$ cat src/design/gpt_pkg.sv
// Shared constants for the joined 32-bit timer block.
`default_nettype none
package gpt_pkg;
    // Register byte offsets.
    localparam logic [7:0] OFS_WIDTH_CFG   = 8'h00;
    localparam logic [7:0] OFS_LOWER_MODE  = 8'h04;
    localparam logic [7:0] OFS_UPPER_MODE  = 8'h08;
    localparam logic [7:0] OFS_CONTROL     = 8'h0c;
    localparam logic [7:0] OFS_IRQ_MASK    = 8'h18;
    localparam logic [7:0] OFS_RAW_STATUS  = 8'h1c;
    localparam logic [7:0] OFS_MASKED_STAT = 8'h20;
    localparam logic [7:0] OFS_STAT_CLEAR  = 8'h24;
    localparam logic [7:0] OFS_LOWER_LOAD  = 8'h28;
    localparam logic [7:0] OFS_UPPER_LOAD  = 8'h2c;
    localparam logic [7:0] OFS_LOWER_MATCH = 8'h30;
    localparam logic [7:0] OFS_UPPER_MATCH = 8'h34;
    localparam logic [7:0] OFS_LOWER_PRESC = 8'h38;
    localparam logic [7:0] OFS_UPPER_PRESC = 8'h3c;
    localparam logic [7:0] OFS_LOWER_COUNT = 8'h48;
    localparam logic [7:0] OFS_UPPER_COUNT = 8'h4c;
    // Width configuration values.
    localparam logic [2:0] CFG_TIMER32 = 3'h0;
    localparam logic [2:0] CFG_CLOCK32 = 3'h1;
    // Lower half mode field values.
    localparam logic [1:0] MODE_ONE_SHOT = 2'h1;
    localparam logic [1:0] MODE_PERIODIC = 2'h2;
    // Control register bit positions.
    localparam int CTL_LOWER_EN    = 0;
    localparam int CTL_LOWER_STALL = 1;
    localparam int CTL_CLOCK_EN    = 4;
    localparam int CTL_LOWER_TRIG  = 5;
    localparam int CTL_UPPER_EN    = 8;
    localparam int CTL_UPPER_STALL = 9;
    localparam int CTL_UPPER_TRIG  = 13;
    // Status, mask and clear bit positions.
    localparam int ST_LOWER_TIMEOUT = 0;
    localparam int ST_CLOCK_MATCH   = 3;
    // Reset values, and the count loaded on entering clock mode.
    localparam logic [15:0] RST_HALF_COUNT = 16'hffff;
    localparam logic [15:0] RST_HALF_LOAD  = 16'hffff;
    localparam logic [7:0]  RST_PRESCALE   = 8'h00;
    localparam logic [31:0] CLOCK_FIRST    = 32'h0000_0001;
    // Timing: the pin clock rate and the tick rate it is divided to.
    localparam int CLOCK_IN_HZ = 32768;
    localparam int TICK_HZ     = 1;
    localparam int CLOCK_DIV   = CLOCK_IN_HZ / TICK_HZ;
endpackage : gpt_pkg
`default_nettype wire

$ cat src/design/gpt_tick_div.sv
// Pin clock synchroniser, edge detector and divider to a one second tick.
`default_nettype none
module gpt_tick_div
    import gpt_pkg::*;
#(
    parameter int DIV = CLOCK_DIV
)
(
    input  wire logic core_clk,
    input  wire logic rst,
    input  wire logic pin_clk,
    input  wire logic run,
    output logic      tick
);
    logic        sync_a;
    logic        sync_b;
    logic        sync_c;
    logic [15:0] edge_cnt;

    // Two flops bring the slow pin clock into the core domain; the third
    // holds the previous level for edge detection.
    always_ff @(posedge core_clk or posedge rst)
    begin
        if (rst)
        begin
            sync_a <= 1'b0;
            sync_b <= 1'b0;
            sync_c <= 1'b0;
        end
        else
        begin
            sync_a <= pin_clk;
            sync_b <= sync_a;
            sync_c <= sync_b;
        end
    end

    // The divider restarts whenever the clock mode is not running, so the
    // first tick comes on the DIV-th rising pin edge seen after enable.
    always_ff @(posedge core_clk or posedge rst)
    begin
        if (rst)
        begin
            edge_cnt <= 16'h0000;
            tick     <= 1'b0;
        end
        else if (!run)
        begin
            edge_cnt <= 16'h0000;
            tick     <= 1'b0;
        end
        else if (sync_b && !sync_c)
        begin
            if (edge_cnt == 16'(DIV - 1))
            begin
                edge_cnt <= 16'h0000;
                tick     <= 1'b1;
            end
            else
            begin
                edge_cnt <= edge_cnt + 16'h0001;
                tick     <= 1'b0;
            end
        end
        else
        begin
            tick <= 1'b0;
        end
    end
endmodule : gpt_tick_div
`default_nettype wire

$ cat src/design/gpt_timer.sv
// Two 16-bit halves joined as a 32-bit timer or a 32-bit seconds clock.
// Notes on behaviour
// Two 16-bit halves exist; they can be joined as one 32-bit counter.
// In a 32-bit configuration the halves act only as one counter.
// Reset: control cleared, counts and loads 0xffff, prescales 0x00.
// Configuration 0 selects 32-bit timer, 1 selects 32-bit clock.
// A 32-bit load write splits: upper word to upper half load.
// A lower count read returns upper count above lower count.
// One-shot or periodic comes from the lower mode field only.
// Enabled timer counts down, reloads the joined load after zero.
// One-shot stops and clears its enable; periodic keeps going.
// Zero sets timeout raw flag until cleared; masked copy if enabled.
// Converter trigger pulses at timeout only if its enable is set.
// A load written while running is taken the next cycle.
// Stall bit plus debug halt freezes the count; it resumes after.
// Entering clock mode loads the counter with one; it counts up.
// Later clock mode values come only through the match register.
// The pin supplies 32.768 kHz, divided to one second ticks.
// At the match value the clock rolls to zero and keeps counting.
// Clock match sets raw flag, masked flag and interrupt if enabled.
// With the clock enable bit set, stall bits are ignored.
// Converter triggers of all timers are ORed into one trigger.
// Capture pins start as plain I/O; software routes them here.
// Interrupt is high while any masked flag is set.
//
// The register offsets and the strobed register port are this design's own decisions.
`default_nettype none
module gpt_timer
    import gpt_pkg::*;
#(
    parameter int TICK_DIV = CLOCK_DIV
)
(
    input  wire logic        core_clk,
    input  wire logic        rst,
    input  wire logic [7:0]  addr,
    input  wire logic [31:0] wr_data,
    input  wire logic        wr_en,
    input  wire logic        rd_en,
    output logic      [31:0] rd_data,
    input  wire logic        debug_halt,
    input  wire logic        capture_compare_pwm_pin,
    input  wire logic        other_timer_trigger,
    output logic             adc_trigger,
    output logic             timer_irq
);
    logic [2:0]  width_config_register;
    logic [3:0]  lower_half_mode_register;
    logic [3:0]  upper_half_mode_register;
    logic [15:0] timer_control_register;
    logic [3:0]  interrupt_mask_register;
    logic [3:0]  raw_status_register;
    logic [15:0] lower_half_interval_load;
    logic [15:0] upper_half_interval_load;
    logic [15:0] lower_match;
    logic [15:0] upper_match;
    logic [7:0]  lower_half_prescale;
    logic [7:0]  upper_half_prescale;
    logic [31:0] count;
    logic        tick;
    logic        is_joined;
    logic        timer_mode;
    logic        clock_mode;
    logic        timer_run;
    logic        timeout_evt;
    logic        clock_run;
    logic        clock_step;
    logic        match_evt;
    logic        one_shot;
    logic        load_write;
    logic        enter_clock;
    logic [3:0]  masked_status;
    logic [3:0]  status_set;
    logic [31:0] joined_load;
    logic [31:0] joined_match;

    assign joined_load  = {upper_half_interval_load, lower_half_interval_load};
    assign joined_match = {upper_match, lower_match};

    // Mode decode; the upper mode register plays no part when joined.
    assign is_joined   = (width_config_register == CFG_TIMER32) ||
                         (width_config_register == CFG_CLOCK32);
    assign timer_mode  = width_config_register == CFG_TIMER32;
    assign clock_mode  = width_config_register == CFG_CLOCK32;
    assign one_shot    = lower_half_mode_register[1:0] == MODE_ONE_SHOT;
    assign load_write  = wr_en && (addr == OFS_LOWER_LOAD);
    assign enter_clock = wr_en && (addr == OFS_WIDTH_CFG) &&
                         (wr_data[2:0] == CFG_CLOCK32) && !clock_mode;

    // The stall only bites while the clock enable bit is clear.
    assign timer_run   = timer_mode && timer_control_register[CTL_LOWER_EN] &&
                         !(debug_halt &&
                           timer_control_register[CTL_LOWER_STALL] &&
                           !timer_control_register[CTL_CLOCK_EN]);
    assign timeout_evt = timer_run && (count == 32'h0000_0000);
    assign clock_run   = clock_mode && timer_control_register[CTL_LOWER_EN];
    assign clock_step  = clock_run && tick &&
                         !(debug_halt &&
                           (timer_control_register[CTL_LOWER_STALL] ||
                            timer_control_register[CTL_UPPER_STALL]) &&
                           !timer_control_register[CTL_CLOCK_EN]);
    assign match_evt   = clock_step && (count == joined_match);

    // The pin clock is divided to one second ticks in the helper.
    gpt_tick_div #(
        .DIV      (TICK_DIV)
    ) u_tick_div (
        .core_clk (core_clk),
        .rst      (rst),
        .pin_clk  (capture_compare_pwm_pin),
        .run      (clock_run),
        .tick     (tick)
    );

    // Configuration and mode registers; all cleared at reset.
    always_ff @(posedge core_clk or posedge rst)
    begin
        if (rst)
        begin
            width_config_register    <= 3'h0;
            lower_half_mode_register <= 4'h0;
            upper_half_mode_register <= 4'h0;
            interrupt_mask_register  <= 4'h0;
            lower_half_prescale      <= RST_PRESCALE;
            upper_half_prescale      <= RST_PRESCALE;
        end
        else if (wr_en)
        begin
            case (addr)
                OFS_WIDTH_CFG:   width_config_register    <= wr_data[2:0];
                OFS_LOWER_MODE:  lower_half_mode_register <= wr_data[3:0];
                OFS_UPPER_MODE:  upper_half_mode_register <= wr_data[3:0];
                OFS_IRQ_MASK:    interrupt_mask_register  <= wr_data[3:0];
                OFS_LOWER_PRESC: lower_half_prescale      <= wr_data[7:0];
                OFS_UPPER_PRESC: upper_half_prescale      <= wr_data[7:0];
                default:         ;
            endcase
        end
    end

    // Control register; a one-shot timeout clears the enable, and that
    // hardware clear takes priority over a software write in the same cycle.
    always_ff @(posedge core_clk or posedge rst)
    begin
        if (rst)
        begin
            timer_control_register <= 16'h0000;
        end
        else if (timeout_evt && one_shot)
        begin
            timer_control_register <= ((wr_en && addr == OFS_CONTROL) ?
                wr_data[15:0] : timer_control_register) &
                ~(16'h0001 << CTL_LOWER_EN);
        end
        else if (wr_en && addr == OFS_CONTROL)
        begin
            timer_control_register <= wr_data[15:0];
        end
    end

    // Load and match registers; joined writes split across both halves.
    always_ff @(posedge core_clk or posedge rst)
    begin
        if (rst)
        begin
            lower_half_interval_load <= RST_HALF_LOAD;
            upper_half_interval_load <= RST_HALF_LOAD;
            lower_match              <= 16'hffff;
            upper_match              <= 16'hffff;
        end
        else if (wr_en)
        begin
            if (addr == OFS_LOWER_LOAD)
            begin
                lower_half_interval_load <= wr_data[15:0];
                if (is_joined)
                begin
                    upper_half_interval_load <= wr_data[31:16];
                end
            end
            else if (addr == OFS_UPPER_LOAD)
            begin
                upper_half_interval_load <= wr_data[15:0];
            end
            else if (addr == OFS_LOWER_MATCH)
            begin
                lower_match <= wr_data[15:0];
                if (is_joined)
                begin
                    upper_match <= wr_data[31:16];
                end
            end
            else if (addr == OFS_UPPER_MATCH)
            begin
                upper_match <= wr_data[15:0];
            end
        end
    end

    // The joined counter. Writes to the count registers are not accepted,
    // so in clock mode only the match register steers the value.
    always_ff @(posedge core_clk or posedge rst)
    begin
        if (rst)
        begin
            count <= {RST_HALF_COUNT, RST_HALF_COUNT};
        end
        else if (enter_clock)
        begin
            count <= CLOCK_FIRST;
        end
        else if (load_write && timer_mode)
        begin
            count <= wr_data;
        end
        else if (timeout_evt)
        begin
            count <= joined_load;
        end
        else if (timer_run)
        begin
            count <= count - 32'h0000_0001;
        end
        else if (match_evt)
        begin
            count <= 32'h0000_0000;
        end
        else if (clock_step)
        begin
            count <= count + 32'h0000_0001;
        end
    end

    // Status flags: a new event wins over a clear in the same cycle.
    assign status_set = (4'(timeout_evt) << ST_LOWER_TIMEOUT) |
                        (4'(match_evt) << ST_CLOCK_MATCH);
    assign masked_status = raw_status_register & interrupt_mask_register;

    always_ff @(posedge core_clk or posedge rst)
    begin
        if (rst)
        begin
            raw_status_register <= 4'h0;
        end
        else if (wr_en && addr == OFS_STAT_CLEAR)
        begin
            raw_status_register <= (raw_status_register & ~wr_data[3:0]) |
                                   status_set;
        end
        else
        begin
            raw_status_register <= raw_status_register | status_set;
        end
    end

    // Interrupt and converter trigger outputs, both registered.
    always_ff @(posedge core_clk or posedge rst)
    begin
        if (rst)
        begin
            timer_irq   <= 1'b0;
            adc_trigger <= 1'b0;
        end
        else
        begin
            timer_irq   <= |masked_status;
            adc_trigger <= (timeout_evt &&
                timer_control_register[CTL_LOWER_TRIG]) ||
                other_timer_trigger;
        end
    end

    // Read port; the data stand in the cycle after the strobe only.
    always_ff @(posedge core_clk or posedge rst)
    begin
        if (rst)
        begin
            rd_data <= 32'h0000_0000;
        end
        else if (rd_en)
        begin
            case (addr)
                OFS_WIDTH_CFG:   rd_data <= {29'h0, width_config_register};
                OFS_LOWER_MODE:  rd_data <= {28'h0, lower_half_mode_register};
                OFS_UPPER_MODE:  rd_data <= {28'h0, upper_half_mode_register};
                OFS_CONTROL:     rd_data <= {16'h0, timer_control_register};
                OFS_IRQ_MASK:    rd_data <= {28'h0, interrupt_mask_register};
                OFS_RAW_STATUS:  rd_data <= {28'h0, raw_status_register};
                OFS_MASKED_STAT: rd_data <= {28'h0, masked_status};
                OFS_LOWER_LOAD:  rd_data <= is_joined ? joined_load :
                                     {16'h0, lower_half_interval_load};
                OFS_UPPER_LOAD:  rd_data <= {16'h0, upper_half_interval_load};
                OFS_LOWER_MATCH: rd_data <= is_joined ? joined_match :
                                     {16'h0, lower_match};
                OFS_UPPER_MATCH: rd_data <= {16'h0, upper_match};
                OFS_LOWER_PRESC: rd_data <= {24'h0, lower_half_prescale};
                OFS_UPPER_PRESC: rd_data <= {24'h0, upper_half_prescale};
                OFS_LOWER_COUNT: rd_data <= is_joined ? count :
                                     {16'h0, count[15:0]};
                OFS_UPPER_COUNT: rd_data <= {16'h0, count[31:16]};
                default:         rd_data <= 32'h0000_0000;
            endcase
        end
        else
        begin
            rd_data <= 32'h0000_0000;
        end
    end

    // Checks on the counting and flag behaviour.
    AST_RESET_COUNT: assert property (@(posedge core_clk)
        $fell(rst) |-> (count == 32'hffff_ffff) &&
        (joined_load == 32'hffff_ffff) && (timer_control_register == 16'h0))
        else $error("count or load not at reset value");

    AST_RELOAD_AT_ZERO: assert property (@(posedge core_clk)
        disable iff (rst)
        timeout_evt && !wr_en |=> count == $past(joined_load))
        else $error("zero did not reload the joined load");

    AST_ONE_SHOT_STOP: assert property (@(posedge core_clk)
        disable iff (rst)
        timeout_evt && one_shot |=> !timer_control_register[CTL_LOWER_EN]
        ##1 ($stable(count) || $past(wr_en)))
        else $error("one-shot kept counting");

    AST_TIMEOUT_FLAG: assert property (@(posedge core_clk)
        disable iff (rst)
        timeout_evt |=> raw_status_register[ST_LOWER_TIMEOUT])
        else $error("timeout flag not set");

    AST_TRIGGER_GATE: assert property (@(posedge core_clk)
        disable iff (rst)
        adc_trigger && !$past(other_timer_trigger) |->
        $past(timeout_evt) && $past(timer_control_register[CTL_LOWER_TRIG]))
        else $error("trigger without enabled timeout");

    AST_LOAD_TAKEN: assert property (@(posedge core_clk)
        disable iff (rst)
        load_write && timer_mode && !enter_clock |=> count == $past(wr_data))
        else $error("new load not taken next cycle");

    AST_STALL_FREEZE: assert property (@(posedge core_clk)
        disable iff (rst)
        timer_mode && debug_halt && timer_control_register[CTL_LOWER_STALL] &&
        !timer_control_register[CTL_CLOCK_EN] && !wr_en |=> $stable(count))
        else $error("count moved during stall");

    AST_CLOCK_FIRST: assert property (@(posedge core_clk)
        disable iff (rst)
        enter_clock |=> count == 32'h0000_0001)
        else $error("clock mode did not start at one");

    AST_CLOCK_ROLL: assert property (@(posedge core_clk)
        disable iff (rst)
        match_evt && !wr_en |=> count == 32'h0000_0000 &&
        raw_status_register[ST_CLOCK_MATCH])
        else $error("match did not roll over and flag");

    AST_IRQ_FOLLOWS: assert property (@(posedge core_clk)
        disable iff (rst)
        ##1 timer_irq == $past(|masked_status))
        else $error("interrupt does not follow masked flags");
endmodule : gpt_timer
`default_nettype wire

$ cat config.mk
export PLATFORM = sky130hd
export DESIGN_NAME = gpt_timer
export DESIGN_NICKNAME = d
export VERILOG_FILES = /design/src/design/gpt_pkg.sv /design/src/design/gpt_tick_div.sv /design/src/design/gpt_timer.sv
export SDC_FILE = /design/constraint.sdc
export NUM_CORES = 1
export LEC_CHECK = 0
export ABC_AREA = 1
export BUFFER_PORTS_ARGS = -buffer_cell sky130_fd_sc_hd__buf_2
export CAP_MARGIN = 20
export CORE_MARGIN = 2
export CORE_UTILIZATION = 55
export DETAILED_ROUTE_END_ITERATION = 10
export PLACE_DENSITY_LB_ADDON = 0.2
export SLEW_MARGIN = 40
export SYNTH_ARGS = -nofsm -noshare
export SYNTH_HDL_FRONTEND = slang
export SYNTH_SLANG_ARGS = --single-unit
$ cat constraint.sdc
create_clock -name core_clk -period 19.4 [get_ports core_clk]
set_input_delay 3.88 -clock core_clk [delete_from_list [all_inputs] [get_ports core_clk]]
set_output_delay 3.88 -clock core_clk [all_outputs]
set_load 0.1 [all_outputs]
==> impl_metrics.env <==
export IMPL_crit_path_end_kind="flip-flop"
export IMPL_fillers=2230
export IMPL_synth_seq_cells=201
export IMPL_timing_hold_ws_ns=0.358
export IMPL_report_power_total_uw=1010
export IMPL_cts_clk_slew_worst_paths_ns=0.06
export IMPL_io_buffers=80
export IMPL_die_area_um2=24800
export IMPL_arrival_ns=6.86
export IMPL_yosysWarnings=0
export IMPL_synth_cell_types=51
export IMPL_tritoncts="done"
export IMPL_maxSlewHeadroom_pct=41.3
export IMPL_instances_no_fill=2269
export IMPL_final_seq_area_um2=5150
export IMPL_grt_total_usage_pct=41.9
export IMPL_critPathLaunchType="primary input"
export IMPL_irDropWorstVdd_mv=0.0693
export IMPL_grt_pass1_wl_mm=76.8
export IMPL_drc=0
export IMPL_place_inst=2224
export IMPL_cpMostUsedCell="nand2_2"
export IMPL_p_leak_uw=0.00696
export IMPL_drt_iter0_markers=2005
export IMPL_fin_nets=1981
export IMPL_tightest_slew_ns=0.872
export IMPL_clockBufferDepth=3
export IMPL_areaGrowthSynthToFinish_pct=10.1
export IMPL_path_class="in2reg"
export IMPL_grt_pass1_vias=12500
export IMPL_coreArea_um2=23300
export IMPL_synth_top_area_share_pct=20.3
export IMPL_dp_hpwl_mm=37.5
export IMPL_crit_chain="buf_2, inv_1, nand2_2, nor3_2, nand2_2, buf_4, nor2_4, nand2_2, clkinv_2, a21oi_1, nand2_1, o21ai_1"
export IMPL_slew_violations=0
export IMPL_ios=81
export IMPL_fin_crit_sh_pct=33.0
export IMPL_cp_top_family="simple AND/OR/NAND/NOR gates"
export IMPL_setup_violations=0
export IMPL_antenna_found_initial=1
export IMPL_htree_levels=1
export IMPL_clock_root_buffer="clkbuf_16"
export IMPL_fmax_ghz=0.156
export IMPL_clock_latency_ns=0.54
export IMPL_dr_pass1_iters=6
export IMPL_dpl_cell_area_um2=13400
export IMPL_routed_wl_mm=51.4
export IMPL_rsz0062_at_grt="no"
export IMPL_final_area_um2=14300
export IMPL_cts_resized=0
export IMPL_multi_input_area_um2=6490
export IMPL_syn_nets=1950
export IMPL_crit_path_max_incr_delay_ns=0.57
export IMPL_wl_per_cell_um=22.6
export IMPL_syn_cell_area_um2=13000
export IMPL_routabilityCongestion=1.03
export IMPL_drv_cap=0
export IMPL_fin_setup_tns_ns=0
export IMPL_avgSynthCellArea_um2=6.82
export IMPL_period_minus_slack_ns=6.41
export IMPL_cp_required_ns=19.85
export IMPL_hp_class="reg2reg"
export IMPL_syn_inst=1900
export IMPL_fin_skew_ns=0.0283
export IMPL_die_h_um=158
export IMPL_yosys_area_top_type="dfrtp_1"
export IMPL_path_max_fanout=64
export IMPL_synthTopCellsByArea="dfrtp_1, dfstp_2, nand2_1"
export IMPL_antenna_left=0
export IMPL_drive_gt1_share_pct=16.1
export IMPL_ctsHoldBuffers=0
export IMPL_grt_ovfl_total=0
export IMPL_numCtsBuffers=24
export IMPL_rows=56
export IMPL_path_buf_inv=4
export IMPL_status="finished, final reports clean"
export IMPL_seq_area_frac_synth_pct=39.7
export IMPL_power_density_nw_per_um2=71.1
export IMPL_clkSinkCount=201
export IMPL_dr_total_vias=13600
export IMPL_hold_violations=0
export IMPL_crit_slowest_cell="nor2_4"
export IMPL_initial_core_util_pct=55.6
export IMPL_die_w_um=158
export IMPL_postCtsSetupRepairBufs=0
export IMPL_via_per_inst=5.97
export IMPL_grt_max_degree=121
area by class of cell:
| type | instances | share of cell area, % |
|---|---|---|
| clock inverters | 6 | 0.684 |
| diodes | 1 | 0.0175 |
| repair buffers | 91 | 3.41 |
| well taps | 319 | 2.80 |
| clock buffers | 38 | 5.07 |
| flip-flops and latches | 201 | 36.1 |
| multi-input cells | 1371 | 45.5 |
| inverters | 242 | 6.48 |
metal layers:
| layer | global-route usage (%) | wire [um] | vias to the layer above | part of all wire (%) |
|---|---|---|---|---|
| met3 | 9.88 | 6400 | 178 | 12 |
| met2 | 61.0 | 21400 | 947 | 42 |
| met5 | 0 | 7 | - | 0.014 |
| met1 | 59.0 | 20700 | 6305 | 40 |
| li1 | - | - | 6121 | - |
| met4 | 19.7 | 2920 | 2 | 5.7 |
sequential cells by signal (all words and copies together), names as in the netlist, 8 cells and up:
signal,count
upper_half_prescale,8
lower_half_prescale,8
lower_match,16
rd_data,32
u_tick_div.edge_cnt,16
lower_half_interval_load,16
upper_match,16
timer_control_register,16
upper_half_interval_load,16
count,32
final timing paths:
| check | from | to | slack (ns) | depth (start not counted) |
|---|---|---|---|---|
| setup / recovery | addr[1] | count[10] | 12.99 | 12 |
| hold / removal | u_tick_div.sync_a | u_tick_div.sync_b | 0.36 | 0 |
| setup reg to reg | width_config_register[1] | count[23] | 16.33 | 11 |
| hold reg to reg | u_tick_div.sync_a | u_tick_div.sync_b | 0.36 | 0 |
| max in group asynchronous | rst | rd_data[10] | 14.79 | 3 |
| min in group asynchronous | rst | u_tick_div.edge_cnt[10] | 3.41 | 2 |
synthesized netlist by cell type (all sizes together):
| master | number |
|---|---|
| a31oi | 3 |
| dfrtp | 105 |
| and3 | 1 |
| a211oi | 1 |
| a31o | 1 |
| nor3b | 2 |
| inv | 238 |
| o41ai | 1 |
| nor4 | 9 |
| dfstp | 96 |
| buf | 47 |
| o22ai | 35 |
| mux2 | 1 |
| nor2b | 1 |
| clkbuf | 39 |
| o2111ai | 2 |
| nor2 | 184 |
| xnor2 | 16 |
| o21ai | 222 |
| nand3b | 1 |
| nand4 | 23 |
| nand2 | 630 |
| a22o | 1 |
| o31ai | 1 |
| o2bb2ai | 1 |
| nor3 | 30 |
| a221oi | 2 |
| o221ai | 13 |
| nand3 | 102 |
| o21a | 3 |
| a21oi | 45 |
| xor2 | 32 |
| clkinv | 4 |
| and2 | 1 |
| ha | 3 |
| a41oi | 2 |
| o211ai | 2 |
placed cells by master (no fill, tap or decap), types with 13 or more instances in the layout:
master	n
inv_1	204
o22ai_1	35
o21ai_0	175
clkbuf_16	24
nand4_1	23
inv_2	32
nor3_1	26
buf_2	80
nand3_1	97
dfrtp_1	105
o21ai_1	38
dfstp_2	96
a21oi_1	45
xor2_1	32
o221ai_1	13
nand2_1	619
xnor2_1	16
nor2_1	162
logic make-up (layout without fill, tap and decap cells):
logic type	after synthesis	after routing	share of synthesized area, %
XOR/XNOR	48	48	3.24
adder cells (fa/ha/maj)	3	3	0.290
flip-flops	201	201	39.7
AND/OR/NAND/NOR	984	984	32.0
AO/OA/AOI/OAI	335	335	14.4
buffers and inverters	328	377	10.3
multiplexers	1	1	0.0868
other	0	1	0
power by group:
group / switching [uW] / internal, uW / total, uW
Combinational: 64.2 / 22.0 / 86.2
Sequential: 15.9 / 444 / 460
Clock: 186 / 282 / 469
Total: 267 / 748 / 1010
metrics by stage:
step	utilization, %	setup slack, ns
floorplan	-	10.20
global placement	57.6	12.68
detailed placement	57.6	12.57
CTS	61.1	13.06
global route	61.2	12.74
finish	61.2	12.99
worst register-to-register path: stages, from the launching register on:
cell     delay, ns
dfrtp_1       0.37
inv_2         0.09
nand3_1       0.17
nor2_1        0.52
nand2_1       0.21
nor2_1        0.41
nand3_2       0.52
nor2b_4       0.39
nand3_1       0.19
nand2_1       0.07
nand2_1       0.06
nand2_1       0.05
No activity file was read; power rests on OpenSTA's default activity.
